`src/inc/region_cfg_params.svh`:
```
/*
  Offsets, field positions, reset values and sizing for the region
  configuration block. Included by the package and the design files.
*/
`ifndef REGION_CFG_PARAMS_SVH
`define REGION_CFG_PARAMS_SVH

`define OFF_SLOT_SELECT 12'h000
`define OFF_REGION_BASE 12'h004
`define OFF_REGION_ATTR 12'h008
`define OFF_PROT_CTRL 12'h00C
`define OFF_REGION_FLAGS 12'h010

`define NUM_REGIONS 8
`define SLOT_W 8
`define ADDR_LSB 5
`define MIN_ALIGN_BITS 5
`define BASE_DIRECT_BIT 4
`define BASE_SLOT_HI 3
`define ATTR_NOEXEC_BIT 28
`define ATTR_AP_HI 26
`define ATTR_AP_LO 24
`define ATTR_TEX_HI 21
`define ATTR_TEX_LO 19
`define ATTR_S_BIT 18
`define ATTR_C_BIT 17
`define ATTR_B_BIT 16
`define SRD_HI 15
`define SRD_LO 8
`define SIZE_HI 5
`define SIZE_LO 1
`define SIZE_MIN_CODE 5'h04
`define SIZE_SUBREGION_CODE 5'h07
`define ATTR_WRITABLE_MASK 32'h173FFF3F
`define CTRL_ENABLE_BIT 0
`define CTRL_RESET 32'h00000000
`define ATTR_RESET 32'h00000000
`define BASE_RESET 27'h0000000

`endif

```
`src/inc/region_cfg_pkg.sv`:
```
/*
  Types shared by the region configuration block.
  Assumes the params header sits beside it on the include path.
*/
`include "region_cfg_params.svh"

package region_cfg_pkg;
  typedef logic [`SLOT_W-1:0] slot_t;
  typedef logic [31-`ADDR_LSB:0] base_t;
  typedef enum logic [1:0] {
    APB_IDLE = 2'b00,
    APB_DONE = 2'b01
  } apb_phase_e;
endpackage : region_cfg_pkg

```
`src/rtl/region_decode.sv`:
```
/*
  Combinational view of one region's attribute word: field split, size in
  bytes as log2, and the effective enable under the global enable.
  Assumes the attribute word is already masked of reserved bits.
*/
`timescale 1ns/10ps
`include "region_cfg_params.svh"

module region_decode
  import region_cfg_pkg::*;
(
  input wire logic [31:0] attr_word,
  input wire logic prot_enable,
  output logic active,
  output logic no_execute,
  output logic [2:0] access_permission,
  output logic [2:0] type_extension,
  output logic [2:0] scb,
  output logic [7:0] subregion_disable_mask,
  output logic [5:0] size_log2,
  output logic subregions_valid
);
  logic [4:0] size_code;

  assign size_code = attr_word[`SIZE_HI:`SIZE_LO];
  // region of 2^(code+1) bytes; 6 bits cover up to 4GB
  assign size_log2 = {1'b0, size_code} + 6'h01;
  // region counts only under the global enable
  assign active = attr_word[0] & prot_enable;
  assign no_execute = attr_word[`ATTR_NOEXEC_BIT];
  assign access_permission = attr_word[`ATTR_AP_HI:`ATTR_AP_LO];
  assign type_extension = attr_word[`ATTR_TEX_HI:`ATTR_TEX_LO];
  assign scb = attr_word[`ATTR_S_BIT:`ATTR_B_BIT];
  // bit 0 of the mask is the lowest-addressed eighth
  assign subregion_disable_mask = attr_word[`SRD_HI:`SRD_LO];
  assign subregions_valid = (size_code >= `SIZE_SUBREGION_CODE);
endmodule : region_decode

```
`src/rtl/region_cfg.sv`:
```
/*
  Region protection configuration registers behind an APB slave:
  slot select, region base, region attribute/size and protection control,
  plus a read-only view of each region's effective enable.
  Assumes an APB master on mclk; answers every transfer with no wait state.
*/
`timescale 1ns/10ps
`include "region_cfg_params.svh"

module region_cfg
  import region_cfg_pkg::*;
(
  input wire logic mclk,
  input wire logic rst,
  input wire logic psel,
  input wire logic penable,
  input wire logic pwrite,
  input wire logic [11:0] paddr,
  input wire logic [31:0] pwdata,
  input wire logic [3:0] pstrb,
  output logic [31:0] prdata,
  output logic pready,
  output logic pslverr,
  output logic prot_enable,
  output logic use_default_map,
  output logic [`NUM_REGIONS-1:0] region_active,
  output logic sel_no_execute,
  output logic [2:0] sel_access_permission,
  output logic [7:0] sel_subregion_disable_mask,
  output logic [5:0] sel_size_log2
);
  localparam int RIDX_W = $clog2(`NUM_REGIONS);

  slot_t slot_q;
  base_t base_q [`NUM_REGIONS];
  logic [31:0] attr_q [`NUM_REGIONS];
  logic [31:0] ctrl_q;
  logic [31:0] rdata_d;
  logic [31:0] rdata_q;
  logic slverr_d;
  logic slverr_q;
  logic wr_en;
  logic rd_en;
  logic sel_in_range;
  logic [RIDX_W-1:0] sel_idx;
  logic [31:0] sel_attr;
  logic [`NUM_REGIONS-1:0] flags;
  slot_t wr_slot;
  logic [RIDX_W-1:0] wr_idx;
  logic [31:0] base_merged;
  base_t sel_base;
  logic base_wr_full;
  logic attr_wr_full;

  // writes other than protection control honour byte strobes so partial writes keep untouched lanes
  function automatic logic [31:0] merge(input logic [31:0] old, input logic [31:0] nw,
                                        input logic [3:0] strb);
    logic [31:0] r;
    r = old;
    for (int i = 0; i < 4; i++) begin
      if (strb[i]) begin
        r[i*8 +: 8] = nw[i*8 +: 8];
      end
    end
    return r;
  endfunction : merge

  function automatic logic slot_ok(input slot_t s);
    return s < slot_t'(`NUM_REGIONS);
  endfunction : slot_ok

  // writes in access phase, reads in setup; every transfer completes in its first access cycle
  assign wr_en = psel & penable & pwrite;
  assign rd_en = psel & ~penable & ~pwrite;
  assign pready = 1'b1;
  assign prdata = rdata_q;
  assign pslverr = psel & penable & slverr_q;

  assign sel_in_range = slot_ok(slot_q);
  assign sel_idx = slot_q[RIDX_W-1:0];
  assign sel_attr = sel_in_range ? attr_q[sel_idx] : 32'h00000000;
  assign sel_base = sel_in_range ? base_q[sel_idx] : `BASE_RESET;

  // direct form takes the slot from the written word, else slot select
  assign wr_slot = pwdata[`BASE_DIRECT_BIT] ? {4'h0, pwdata[`BASE_SLOT_HI:0]} : slot_q;
  assign wr_idx = wr_slot[RIDX_W-1:0];

  // strobed lanes merged over the stored word; the low five bits drop at the store
  // a call result cannot be sliced, so the merge gets a net of its own
  assign base_merged = merge({base_q[wr_idx], 5'h00}, pwdata, pstrb);

  // whole-word writes, used by the checks below
  // partial strobes are exercised from the bench
  assign base_wr_full = wr_en && paddr == `OFF_REGION_BASE && pstrb == 4'hF;
  assign attr_wr_full = wr_en && paddr == `OFF_REGION_ATTR && sel_in_range && pstrb == 4'hF;

  always_ff @(posedge mclk or posedge rst) begin
    if (rst) begin
      ctrl_q <= `CTRL_RESET;
    end else if (wr_en && paddr == `OFF_PROT_CTRL) begin
      ctrl_q <= {31'h00000000, pwdata[`CTRL_ENABLE_BIT]};
    end
  end

  assign prot_enable = ctrl_q[`CTRL_ENABLE_BIT];
  assign use_default_map = ~prot_enable;

  always_ff @(posedge mclk or posedge rst) begin
    if (rst) begin
      slot_q <= '0;
    end else if (wr_en && paddr == `OFF_SLOT_SELECT && pstrb[0]) begin
      slot_q <= pwdata[`SLOT_W-1:0];
    end else if (wr_en && paddr == `OFF_REGION_BASE && pwdata[`BASE_DIRECT_BIT]
                 && pstrb[0]) begin
      slot_q <= {4'h0, pwdata[`BASE_SLOT_HI:0]};
    end
  end

  always_ff @(posedge mclk or posedge rst) begin
    if (rst) begin
      for (int i = 0; i < `NUM_REGIONS; i++) begin
        base_q[i] <= `BASE_RESET;
      end
    end else if (wr_en && paddr == `OFF_REGION_BASE && slot_ok(wr_slot)) begin
      // bits below the minimum alignment are not stored
      base_q[wr_idx] <= base_merged[31:`ADDR_LSB];
    end
  end

  always_ff @(posedge mclk or posedge rst) begin
    if (rst) begin
      for (int i = 0; i < `NUM_REGIONS; i++) begin
        attr_q[i] <= `ATTR_RESET;
      end
    end else if (wr_en && paddr == `OFF_REGION_ATTR && sel_in_range) begin
      // reserved bits dropped on write
      attr_q[sel_idx] <= merge(attr_q[sel_idx], pwdata, pstrb) & `ATTR_WRITABLE_MASK;
    end
  end

  genvar g;
  generate
    for (g = 0; g < `NUM_REGIONS; g++) begin : g_region
      region_decode u_dec (
        .attr_word(attr_q[g]),
        .prot_enable(prot_enable),
        .active(flags[g]),
        .no_execute(),
        .access_permission(),
        .type_extension(),
        .scb(),
        .subregion_disable_mask(),
        .size_log2(),
        .subregions_valid()
      );
    end
  endgenerate

  assign region_active = flags;

  region_decode u_sel (
    .attr_word(sel_attr),
    .prot_enable(prot_enable),
    .active(),
    .no_execute(sel_no_execute),
    .access_permission(sel_access_permission),
    .type_extension(),
    .scb(),
    .subregion_disable_mask(sel_subregion_disable_mask),
    .size_log2(sel_size_log2),
    .subregions_valid()
  );

  // read data captured in setup so it stands from flops in access phase
  always_comb begin
    rdata_d = 32'h00000000;
    slverr_d = 1'b0;
    unique case (paddr)
      `OFF_SLOT_SELECT: rdata_d = {24'h000000, slot_q};
      // direct bit always zero, low nibble mirrors slot select
      `OFF_REGION_BASE: rdata_d = {sel_base, 1'b0, slot_q[`BASE_SLOT_HI:0]};
      `OFF_REGION_ATTR: rdata_d = sel_attr;
      `OFF_PROT_CTRL: rdata_d = ctrl_q;
      `OFF_REGION_FLAGS: rdata_d = {{(32-`NUM_REGIONS){1'b0}}, flags};
      default: slverr_d = 1'b1;
    endcase
  end

  always_ff @(posedge mclk or posedge rst) begin
    if (rst) begin
      rdata_q <= 32'h00000000;
    end else if (rd_en) begin
      rdata_q <= rdata_d;
    end
  end

  // error flag follows decode in setup for both directions
  always_ff @(posedge mclk or posedge rst) begin
    if (rst) begin
      slverr_q <= 1'b0;
    end else if (psel && !penable) begin
      slverr_q <= slverr_d;
    end
  end

  a_direct_slot: assert property (@(posedge mclk) disable iff (rst)
    wr_en && paddr == `OFF_REGION_BASE && pwdata[4] && pstrb[0]
    |=> slot_q == {4'h0, $past(pwdata[3:0])})
    else $error("direct base write did not update slot select");

  a_indirect_keep: assert property (@(posedge mclk) disable iff (rst)
    wr_en && paddr == `OFF_REGION_BASE && !pwdata[4] |=> $stable(slot_q))
    else $error("indirect base write changed slot select");

  a_base_lowbits: assert property (@(posedge mclk) disable iff (rst)
    rd_en && paddr == `OFF_REGION_BASE |=> prdata[4:0] == {1'b0, $past(slot_q[3:0])})
    else $error("base read low bits wrong");

  a_attr_reserved: assert property (@(posedge mclk) disable iff (rst)
    rd_en && paddr == `OFF_REGION_ATTR |=> (prdata & ~`ATTR_WRITABLE_MASK) == 32'h0)
    else $error("reserved attribute bits not zero");

  a_gate_enable: assert property (@(posedge mclk) disable iff (rst)
    !prot_enable |-> region_active == '0)
    else $error("region active without global enable");

  a_default_map: assert property (@(posedge mclk) disable iff (rst)
    wr_en && paddr == `OFF_PROT_CTRL |=> use_default_map == !$past(pwdata[0]))
    else $error("default map flag wrong");

  a_slot_write: assert property (@(posedge mclk) disable iff (rst)
    wr_en && paddr == `OFF_SLOT_SELECT && pstrb[0] |=> slot_q == $past(pwdata[7:0]))
    else $error("slot select not written");

  a_attr_write: assert property (@(posedge mclk) disable iff (rst)
    wr_en && paddr == `OFF_REGION_ATTR && sel_in_range && pstrb == 4'hF
    |=> attr_q[$past(sel_idx)] == ($past(pwdata) & `ATTR_WRITABLE_MASK))
    else $error("attribute write lost");

  a_base_align: assert property (@(posedge mclk) disable iff (rst)
    rd_en && paddr == `OFF_REGION_BASE ##1 psel && penable
    |-> prdata[31:5] == $past(sel_base))
    else $error("base read mismatch");

  // full-word writes give a value that can be checked whole
  a_base_indirect: assert property (@(posedge mclk) disable iff (rst)
    base_wr_full && !pwdata[4] && sel_in_range
    |=> base_q[$past(sel_idx)] == $past(pwdata[31:5]))
    else $error("indirect base write missed the selected region");

  a_base_direct: assert property (@(posedge mclk) disable iff (rst)
    base_wr_full && pwdata[4] && !pwdata[3]
    |=> base_q[$past(pwdata[2:0])] == $past(pwdata[31:5]))
    else $error("direct base write missed the named region");

  a_base_unbacked: assert property (@(posedge mclk) disable iff (rst)
    rd_en && paddr == `OFF_REGION_BASE && !sel_in_range
    |=> prdata[31:5] == `BASE_RESET)
    else $error("base read of unbacked slot not zero");

  a_direct_zero: assert property (@(posedge mclk) disable iff (rst)
    rd_en && paddr == `OFF_REGION_BASE |=> !prdata[4])
    else $error("direct bit read back as one");

  a_attr_fields: assert property (@(posedge mclk) disable iff (rst)
    attr_wr_full
    |=> sel_no_execute == $past(pwdata[28])
        && sel_access_permission == $past(pwdata[26:24]))
    else $error("attribute fields not decoded");

  a_attr_mask: assert property (@(posedge mclk) disable iff (rst)
    attr_wr_full |=> sel_subregion_disable_mask == $past(pwdata[15:8]))
    else $error("subregion mask not decoded");

  a_mask_lowest: assert property (@(posedge mclk) disable iff (rst)
    attr_wr_full && pwdata[8] |=> sel_subregion_disable_mask[0])
    else $error("lowest subregion bit misplaced");

  a_size_field: assert property (@(posedge mclk) disable iff (rst)
    attr_wr_full |=> sel_size_log2 == {1'b0, $past(pwdata[5:1])} + 6'h01)
    else $error("region size not decoded");

  a_size_max: assert property (@(posedge mclk) disable iff (rst)
    attr_wr_full && pwdata[5:1] == 5'h1F |=> sel_size_log2 == 6'h20)
    else $error("largest region size not reached");

  // read-back checks see the word captured at setup
  a_attr_unbacked: assert property (@(posedge mclk) disable iff (rst)
    rd_en && paddr == `OFF_REGION_ATTR && !sel_in_range |=> prdata == 32'h00000000)
    else $error("attribute read of unbacked slot not zero");

  a_region_enable: assert property (@(posedge mclk) disable iff (rst)
    prot_enable && sel_in_range |-> region_active[sel_idx] == sel_attr[0])
    else $error("region enable not passed through");

  a_flags_read: assert property (@(posedge mclk) disable iff (rst)
    rd_en && paddr == `OFF_REGION_FLAGS |=> prdata == {24'h000000, $past(region_active)})
    else $error("active flags read wrong");

  a_ctrl_write: assert property (@(posedge mclk) disable iff (rst)
    wr_en && paddr == `OFF_PROT_CTRL |=> prot_enable == $past(pwdata[0]))
    else $error("global enable not written");

  a_ctrl_read: assert property (@(posedge mclk) disable iff (rst)
    rd_en && paddr == `OFF_PROT_CTRL |=> prdata == {31'h0, $past(prot_enable)})
    else $error("control read wrong");

  a_slot_read: assert property (@(posedge mclk) disable iff (rst)
    rd_en && paddr == `OFF_SLOT_SELECT |=> prdata == {24'h000000, $past(slot_q)})
    else $error("slot select read wrong");

  // a write without lane 0 must leave the slot alone
  a_slot_strobe: assert property (@(posedge mclk) disable iff (rst)
    wr_en && paddr == `OFF_SLOT_SELECT && !pstrb[0] |=> $stable(slot_q))
    else $error("slot select written without its lane");

  // main scenarios
  c_direct_write: cover property (@(posedge mclk) wr_en && paddr == `OFF_REGION_BASE
    && pwdata[4]);
  c_indirect_write: cover property (@(posedge mclk) base_wr_full && !pwdata[4]);
  c_attr_enable: cover property (@(posedge mclk) prot_enable && region_active != '0);
  c_subregions: cover property (@(posedge mclk) sel_subregion_disable_mask != 8'h00
    && sel_size_log2 >= 6'h08);
  c_bad_addr: cover property (@(posedge mclk) pslverr);
endmodule : region_cfg

```
`config.mk`:
```
export PLATFORM = sky130hd
export DESIGN_NAME = region_cfg
export DESIGN_NICKNAME = d
export VERILOG_FILES = /design/src/inc/region_cfg_pkg.sv /design/src/rtl/region_decode.sv /design/src/rtl/region_cfg.sv
export VERILOG_INCLUDE_DIRS = /design/src /design/src/inc
export SDC_FILE = /design/constraint.sdc
export NUM_CORES = 1
export LEC_CHECK = 0
export BUFFER_PORTS_ARGS = -buffer_cell sky130_fd_sc_hd__buf_2
export CAP_MARGIN = 20
export CORE_MARGIN = 8
export CORE_UTILIZATION = 40
export CTS_CLUSTER_DIAMETER = 30
export DETAILED_ROUTE_END_ITERATION = 8
export PLACE_DENSITY = 0.54
export SLEW_MARGIN = 0
export SYNTH_ARGS = -nofsm -noshare
export SYNTH_HDL_FRONTEND = slang
export SYNTH_SLANG_ARGS = --single-unit
export TNS_END_PERCENT = 20
```
`constraint.sdc`:
```
create_clock -name mclk -period 17.3 [get_ports mclk]
set_input_delay 2.595 -clock mclk [delete_from_list [all_inputs] [get_ports mclk]]
set_output_delay 2.595 -clock mclk [all_outputs]
set_load 0.02 [all_outputs]
```
After elaboration in Yosys (flattened, before gate mapping):

Index checks and enable logic that the tools add are counted.

* bits in registers: 514
* word-level logic and storage cells: 99
* input port bits: 53
* output and inout port bits: 62

* bitwise gates (word level): 18
* add/sub/neg operators: 1
* order comparisons: 6
* mux-type cells: 34
* equality and inequality tests: 4
* reduce and logical (&&, ||, !) cells: 16

Operator list (count)
* $bwmux W256: 1
* $bwmux W216: 1
* $bmux W27 S3: 2
* $mux W27: 6
* $pmux W32 S5: 1
* $mux W32: 4
* $bmux W32 S3: 1
* $demux W32 S3: 1
* $demux W27 S3: 1
* $mux W8: 9
* $eq A12 B4 Y1 const B: 2
* $mux W6: 4
* $lt A8 B4 Y1 const B: 2
* $and A1 B1 Y1: 13
* $eq A12 B3 Y1 const B: 1
* $eq A12 B5 Y1 const B: 1
* $logic_and A1 B1 Y1: 12
* $logic_not A12 Y1: 1
* $mux W5: 2
* $ge A4 B4 Y1 const B: 2
* $lt A4 B1 Y1 const B: 2
* $not A3 Y4: 2
* $add A5 B1 Y6 const B: 1
* $reduce_or A5 Y1: 1
* 4 further kinds: 6

Longest topological paths before layout:

* depth after elaboration: 7
* mapped depth: 11
* depth with buffers taken out: 8

Modules after synthesis:

A second synthesis with hierarchy kept.

* cell total of the unflattened synthesis: 2541
* area total of the unflattened synthesis: 25021.5 um^2

By module, submodules not included
* region_cfg: seq. area each 11260.8 um^2, instances 1, cells each 2271, area an instance 23073.4 um^2
* region_decode: seq. area each 0.0 um^2, instances 9, cells each 30, area an instance 216.5 um^2

Least setup slack after synthesis:

Ideal clock, no wire load.

* path kind: register -> output
* start: register slot_q[1]
* end: output port sel_size_log2[4]
* required time: 14.705 ns
* data arrival time: 3.029 ns
* cell stages (with the launch flop): 12
* buffers on the path: 4
* setup slack: 11.676 ns
* cell sequence: dfrtp_1 clkbuf_1 clkbuf_1 buf_1 buf_2 o221ai_1 a22oi_1 and2_1 ha_1 nand2_1 or3_1 a21oi_1

* cells in the longest elaborated chain, start to end: 6
* elaborated cells on any way between the ends: 7
* those cells by class: 1 x add/sub; 1 x order compare; 4 x mux; 1 x bitwise

RTL lines
* from (decl): line region_cfg.sv:34 `slot_t slot_q;`
* from (signal assigned): line region_cfg.sv:112 `` slot_q <= pwdata[`SLOT_W-1:0]; ``
* from (signal assigned): line region_cfg.sv:115 `` slot_q <= {4'h0, pwdata[`BASE_SLOT_HI:0]}; ``
* $not A3 Y4: line region_cfg.sv:81 `assign sel_attr = sel_in_range ? attr_q[sel_idx] : 32'h00000000;`
* $bmux W32 S3: line region_cfg.sv:81
* $mux W32 (2 in series)
* $mux W32 (*): line region_cfg.sv:81
* $add A5 B1 Y6 (*): line region_decode.sv:27 `assign size_log2 = {1'b0, size_code} + 6'h01;`
* to (decl): line region_cfg.sv:30 `output logic [5:0] sel_size_log2`

Mark *: on every way between the ends. The rest lies on a longest branch, timed or not. The select of a mux whose other input is x is not followed.

Final worst setup path:

Ends and elaborated chain as after synthesis.

==> summary.txt <==
Run status
  • Outcome: complete, no violations

Routing
  • Initial DRC count: 2042
  • ANT nets after route: 0
  • Drt pass-1 iters: 6
  • Via Count: 19400
  • Final wirelength: 83700 um
  • Vias per cell: 5.97
  • Drt wl/cell: 25.8 um
  • DRC viols: 0

Synthesis
  • Top post-synthesis cells by area: dfrtp_1, mux2i_1, nand2_1, mux2_2, o21ai_0
  • Sequential area share after synthesis: 0.494
  • Synth Area in Adders: 0.000549
  • Area leader, netlist: dfrtp_1
  • Synth Area in Compound Gates: 0.154
  • Largest family of logic cells by synthesized area: multiplexers
  • XOR/XNOR Fraction of Synth Area: 0.000385
  • Cell Area, Synth: 22800 um2
  • Synth Warn #: 0
  • Syn nets: 2335
  • Ys async rst share: 1.00
  • Flops & latches, synth: 450
  • EDFF count, synth: 0
  • Synth Flop Type: dfrtp_1
  • Post-synthesis mux area share: 0.173
  • Unique masters post-synth: 64
  • Syn avg cell area: 9.98 um2
  • Share of Yosys cell area claimed by the top area cell type: 0.494
  • Simple logic cell fraction of the synthesized area: 0.128
  • Post-Synthesis Cells: 2281

Critical path
  • Crit path arrival time: 4730 ps
  • CP bufs+invs: 2
  • Worst setup SP type: flip-flop
  • Max incr delay on CP: 900 ps
  • Critical Setup Path Class: reg -> out
  • CP endpoint kind: output port
  • CP max FO: 42
  • Top delay family on crit path: simple AND/OR/NAND/NOR gates
  • Critical Path, Cell by Cell: buf_4, nand2b_1, o22ai_1, a22oi_1, and2_1, ha_1, nand2_1, or3_1, a21oi_1, buf_2
  • CP required: 14700 ps
  • CP max stage cell: dfrtp_4

Clock tree
  • CTS clk-pin slew, worst paths: 50 ps
  • H-tree Lvls: 3
  • Clk sink count: 450
  • Worst-skew pair later-pin latency: 660 ps
  • CTS Buf Count: 105
  • Postcts setup bufs: 0
  • Number of gates resized after CTS: 0
  • CTS tree: built
  • CTS Hold Bufs: 0
  • Clk root buf: clkbuf_16
  • Clock Tree Buf Depth: 3

Global routing
  • Wire length of the first global-routing pass: 127000 um
  • Antenna violations before repair: 2
  • Vias in the first global route: 19700
  • Largest net degree at the start of global routing: 129
  • GR Overflow Total: 0
  • GRT Util Overall: 0.258

Placed design
  • Final HPWL DP: 50900 um
  • GP Congestion: 0.875
  • Inst Count DP: 3027
  • PortBufs: 113

Cells and area
  • Layout cells sized above 1: 0.227
  • Synth-to-layout area growth: 23.4%
  • Commonest non-fill, non-tap cell in the layout: dfrtp_1
  • Fill count: 5226
  • Post-Layout Cell Count: 3245
  • Area of the multi-input gates: 10500 um2
  • Storage element area: 11300 um2
  • Most frequent cells in the layout: dfrtp_1, nand2_1, o21ai_0
  • Final nets: 2449

Power and ir drop
  • Sequential power share: 0.314
  • Pwr Density: 121 nW/um2
  • Leak: 13.7 nW
  • Peak supply drop: 0.0000764 V
  • Sw Share: 0.236
  • Total Power: 3.39 mW
  • Internal: 2.59 mW
  • Sw Pwr: 800 uW
  • Clock share of power: 0.644
  • Logic pwr share: 0.042

Floorplanning
  • Top-Level Pins: 115
  • Die width: 255 um
  • Num rows: 87
  • Core area: 56400 um2
  • Initial Utilization: 0.404
  • Die Area: 64800 um2
  • Die Y: 255 um

STA
  • Fmax achieved: 136 MHz
  • Final setup fails: 0
  • Final slew viol count: 0
  • Part of the cycle the worst path needs: 0.424
  • Tmin final: 7330 ps
  • Skew final: 29.1 ps
  • Final hold vios: 0
  • Pin slew with the least headroom to its limit: 1110 ps
  • Slew HR: 0.256
  • Final setup TNS: 0 ps
  • Unrepaired setup endpoints after global routing: false

Worst hold path
  • Hold WC Path Type: reg -> reg

Flow run
  • Max-Cap Viols: 0
final timing paths:
check	cells past startpoint	from	end	slack (ps)
max in group asynchronous	5	rst	attr_q[139]	12940
max	10	slot_q[1]	sel_size_log2[4]	9970
min in group asynchronous	2	rst	base_q[97]	2110
max reg2reg	8	slot_q[2]	base_q[201]	12530
min reg2reg	2	prdata[23]	prdata[23]	470
min	2	prdata[23]	prdata[23]	470
registers in the layout (all words and copies together) (netlist names):
name      flops
slot_q        8
base_q      216
attr_q      192
ctrl_q        1
slverr_q      1
prdata       32
power by group through the flow:
| stage | combinational, mW | clock, mW | sequential (mW) |
|---|---|---|---|
| floorplan | 0.0737 | 0 | 1.09 |
| global placement | 0.134 | 0 | 1.08 |
| detailed placement | 0.137 | 0 | 1.08 |
| CTS | 0.138 | 2.21 | 1.07 |
| global route | 0.153 | 2.26 | 1.07 |
| finish | 0.141 | 2.19 | 1.07 |
metrics by stage:
stage | util | hold WS, ps | instance area, um2 | worst slack, ps
2_1_floorplan | - | 444 | 22800 | 2160
3_3_place_gp | 0.425 | 455 | 24000 | 10730
3_5_place_dp | 0.426 | 465 | 24000 | 10710
4_1_cts | 0.496 | 475 | 28000 | 10000
5_1_grt | 0.498 | 495 | 28100 | 9790
6_report | 0.498 | 468 | 28100 | 9970
worst min-delay path, cell delays in order, from the launching register on:
cell	delay (ps)
dfrtp_1	330
nand2_1	50
o31ai_1	50
cell families after synthesis:
logic type,Yosys count
and+or+nand+nor,645
AOI/OAI and AO/OA,582
DFF,450
muxes,324
buffers and inverters,277
adders and majority gates,1
other,1
xor gates and xnor gates,1
per-layer routing:
metal | track usage | up-vias | wire [um]
met1 | 0.360 | 9777 | 36100
met5 | 0 | - | 13
li1 | - | 8397 | -
met4 | 0.115 | 2 | 3470
met3 | 0.0571 | 200 | 7440
met2 | 0.383 | 1005 | 36700
cell usage after synthesis, types with 6 or more instances:
cell	instances
nor3_1	12
a21oi_1	151
o221ai_1	31
nor2b_1	7
o21ai_0	213
a22oi_1	9
nor4_1	10
nand3_1	15
nor3b_1	6
and3_1	6
mux4_2	45
a221oi_1	8
o21a_1	10
a31oi_1	13
o41ai_1	22
o22ai_1	60
a32oi_1	6
buf_4	10
inv_1	100
or3b_2	6
nand2_1	365
o22a_1	10
nor2_1	124
buf_2	22
nand2b_1	31
buf_1	19
o31ai_1	7
or3_1	10
mux2_2	102
clkbuf_1	123
and2_1	16
mux2i_1	177
dfrtp_1	450
nand4_1	10
layout make-up:
class	instances	area share
well taps	756	0.0337
flip-flops and latches	450	0.401
clock inverters	76	0.0399
diodes	1	0.0000891
clock buffers	124	0.101
multi-input cells	1554	0.373
repair buffers	183	0.0377
inverters	101	0.0138
Note: power is estimated with default switching activity, not from simulation.
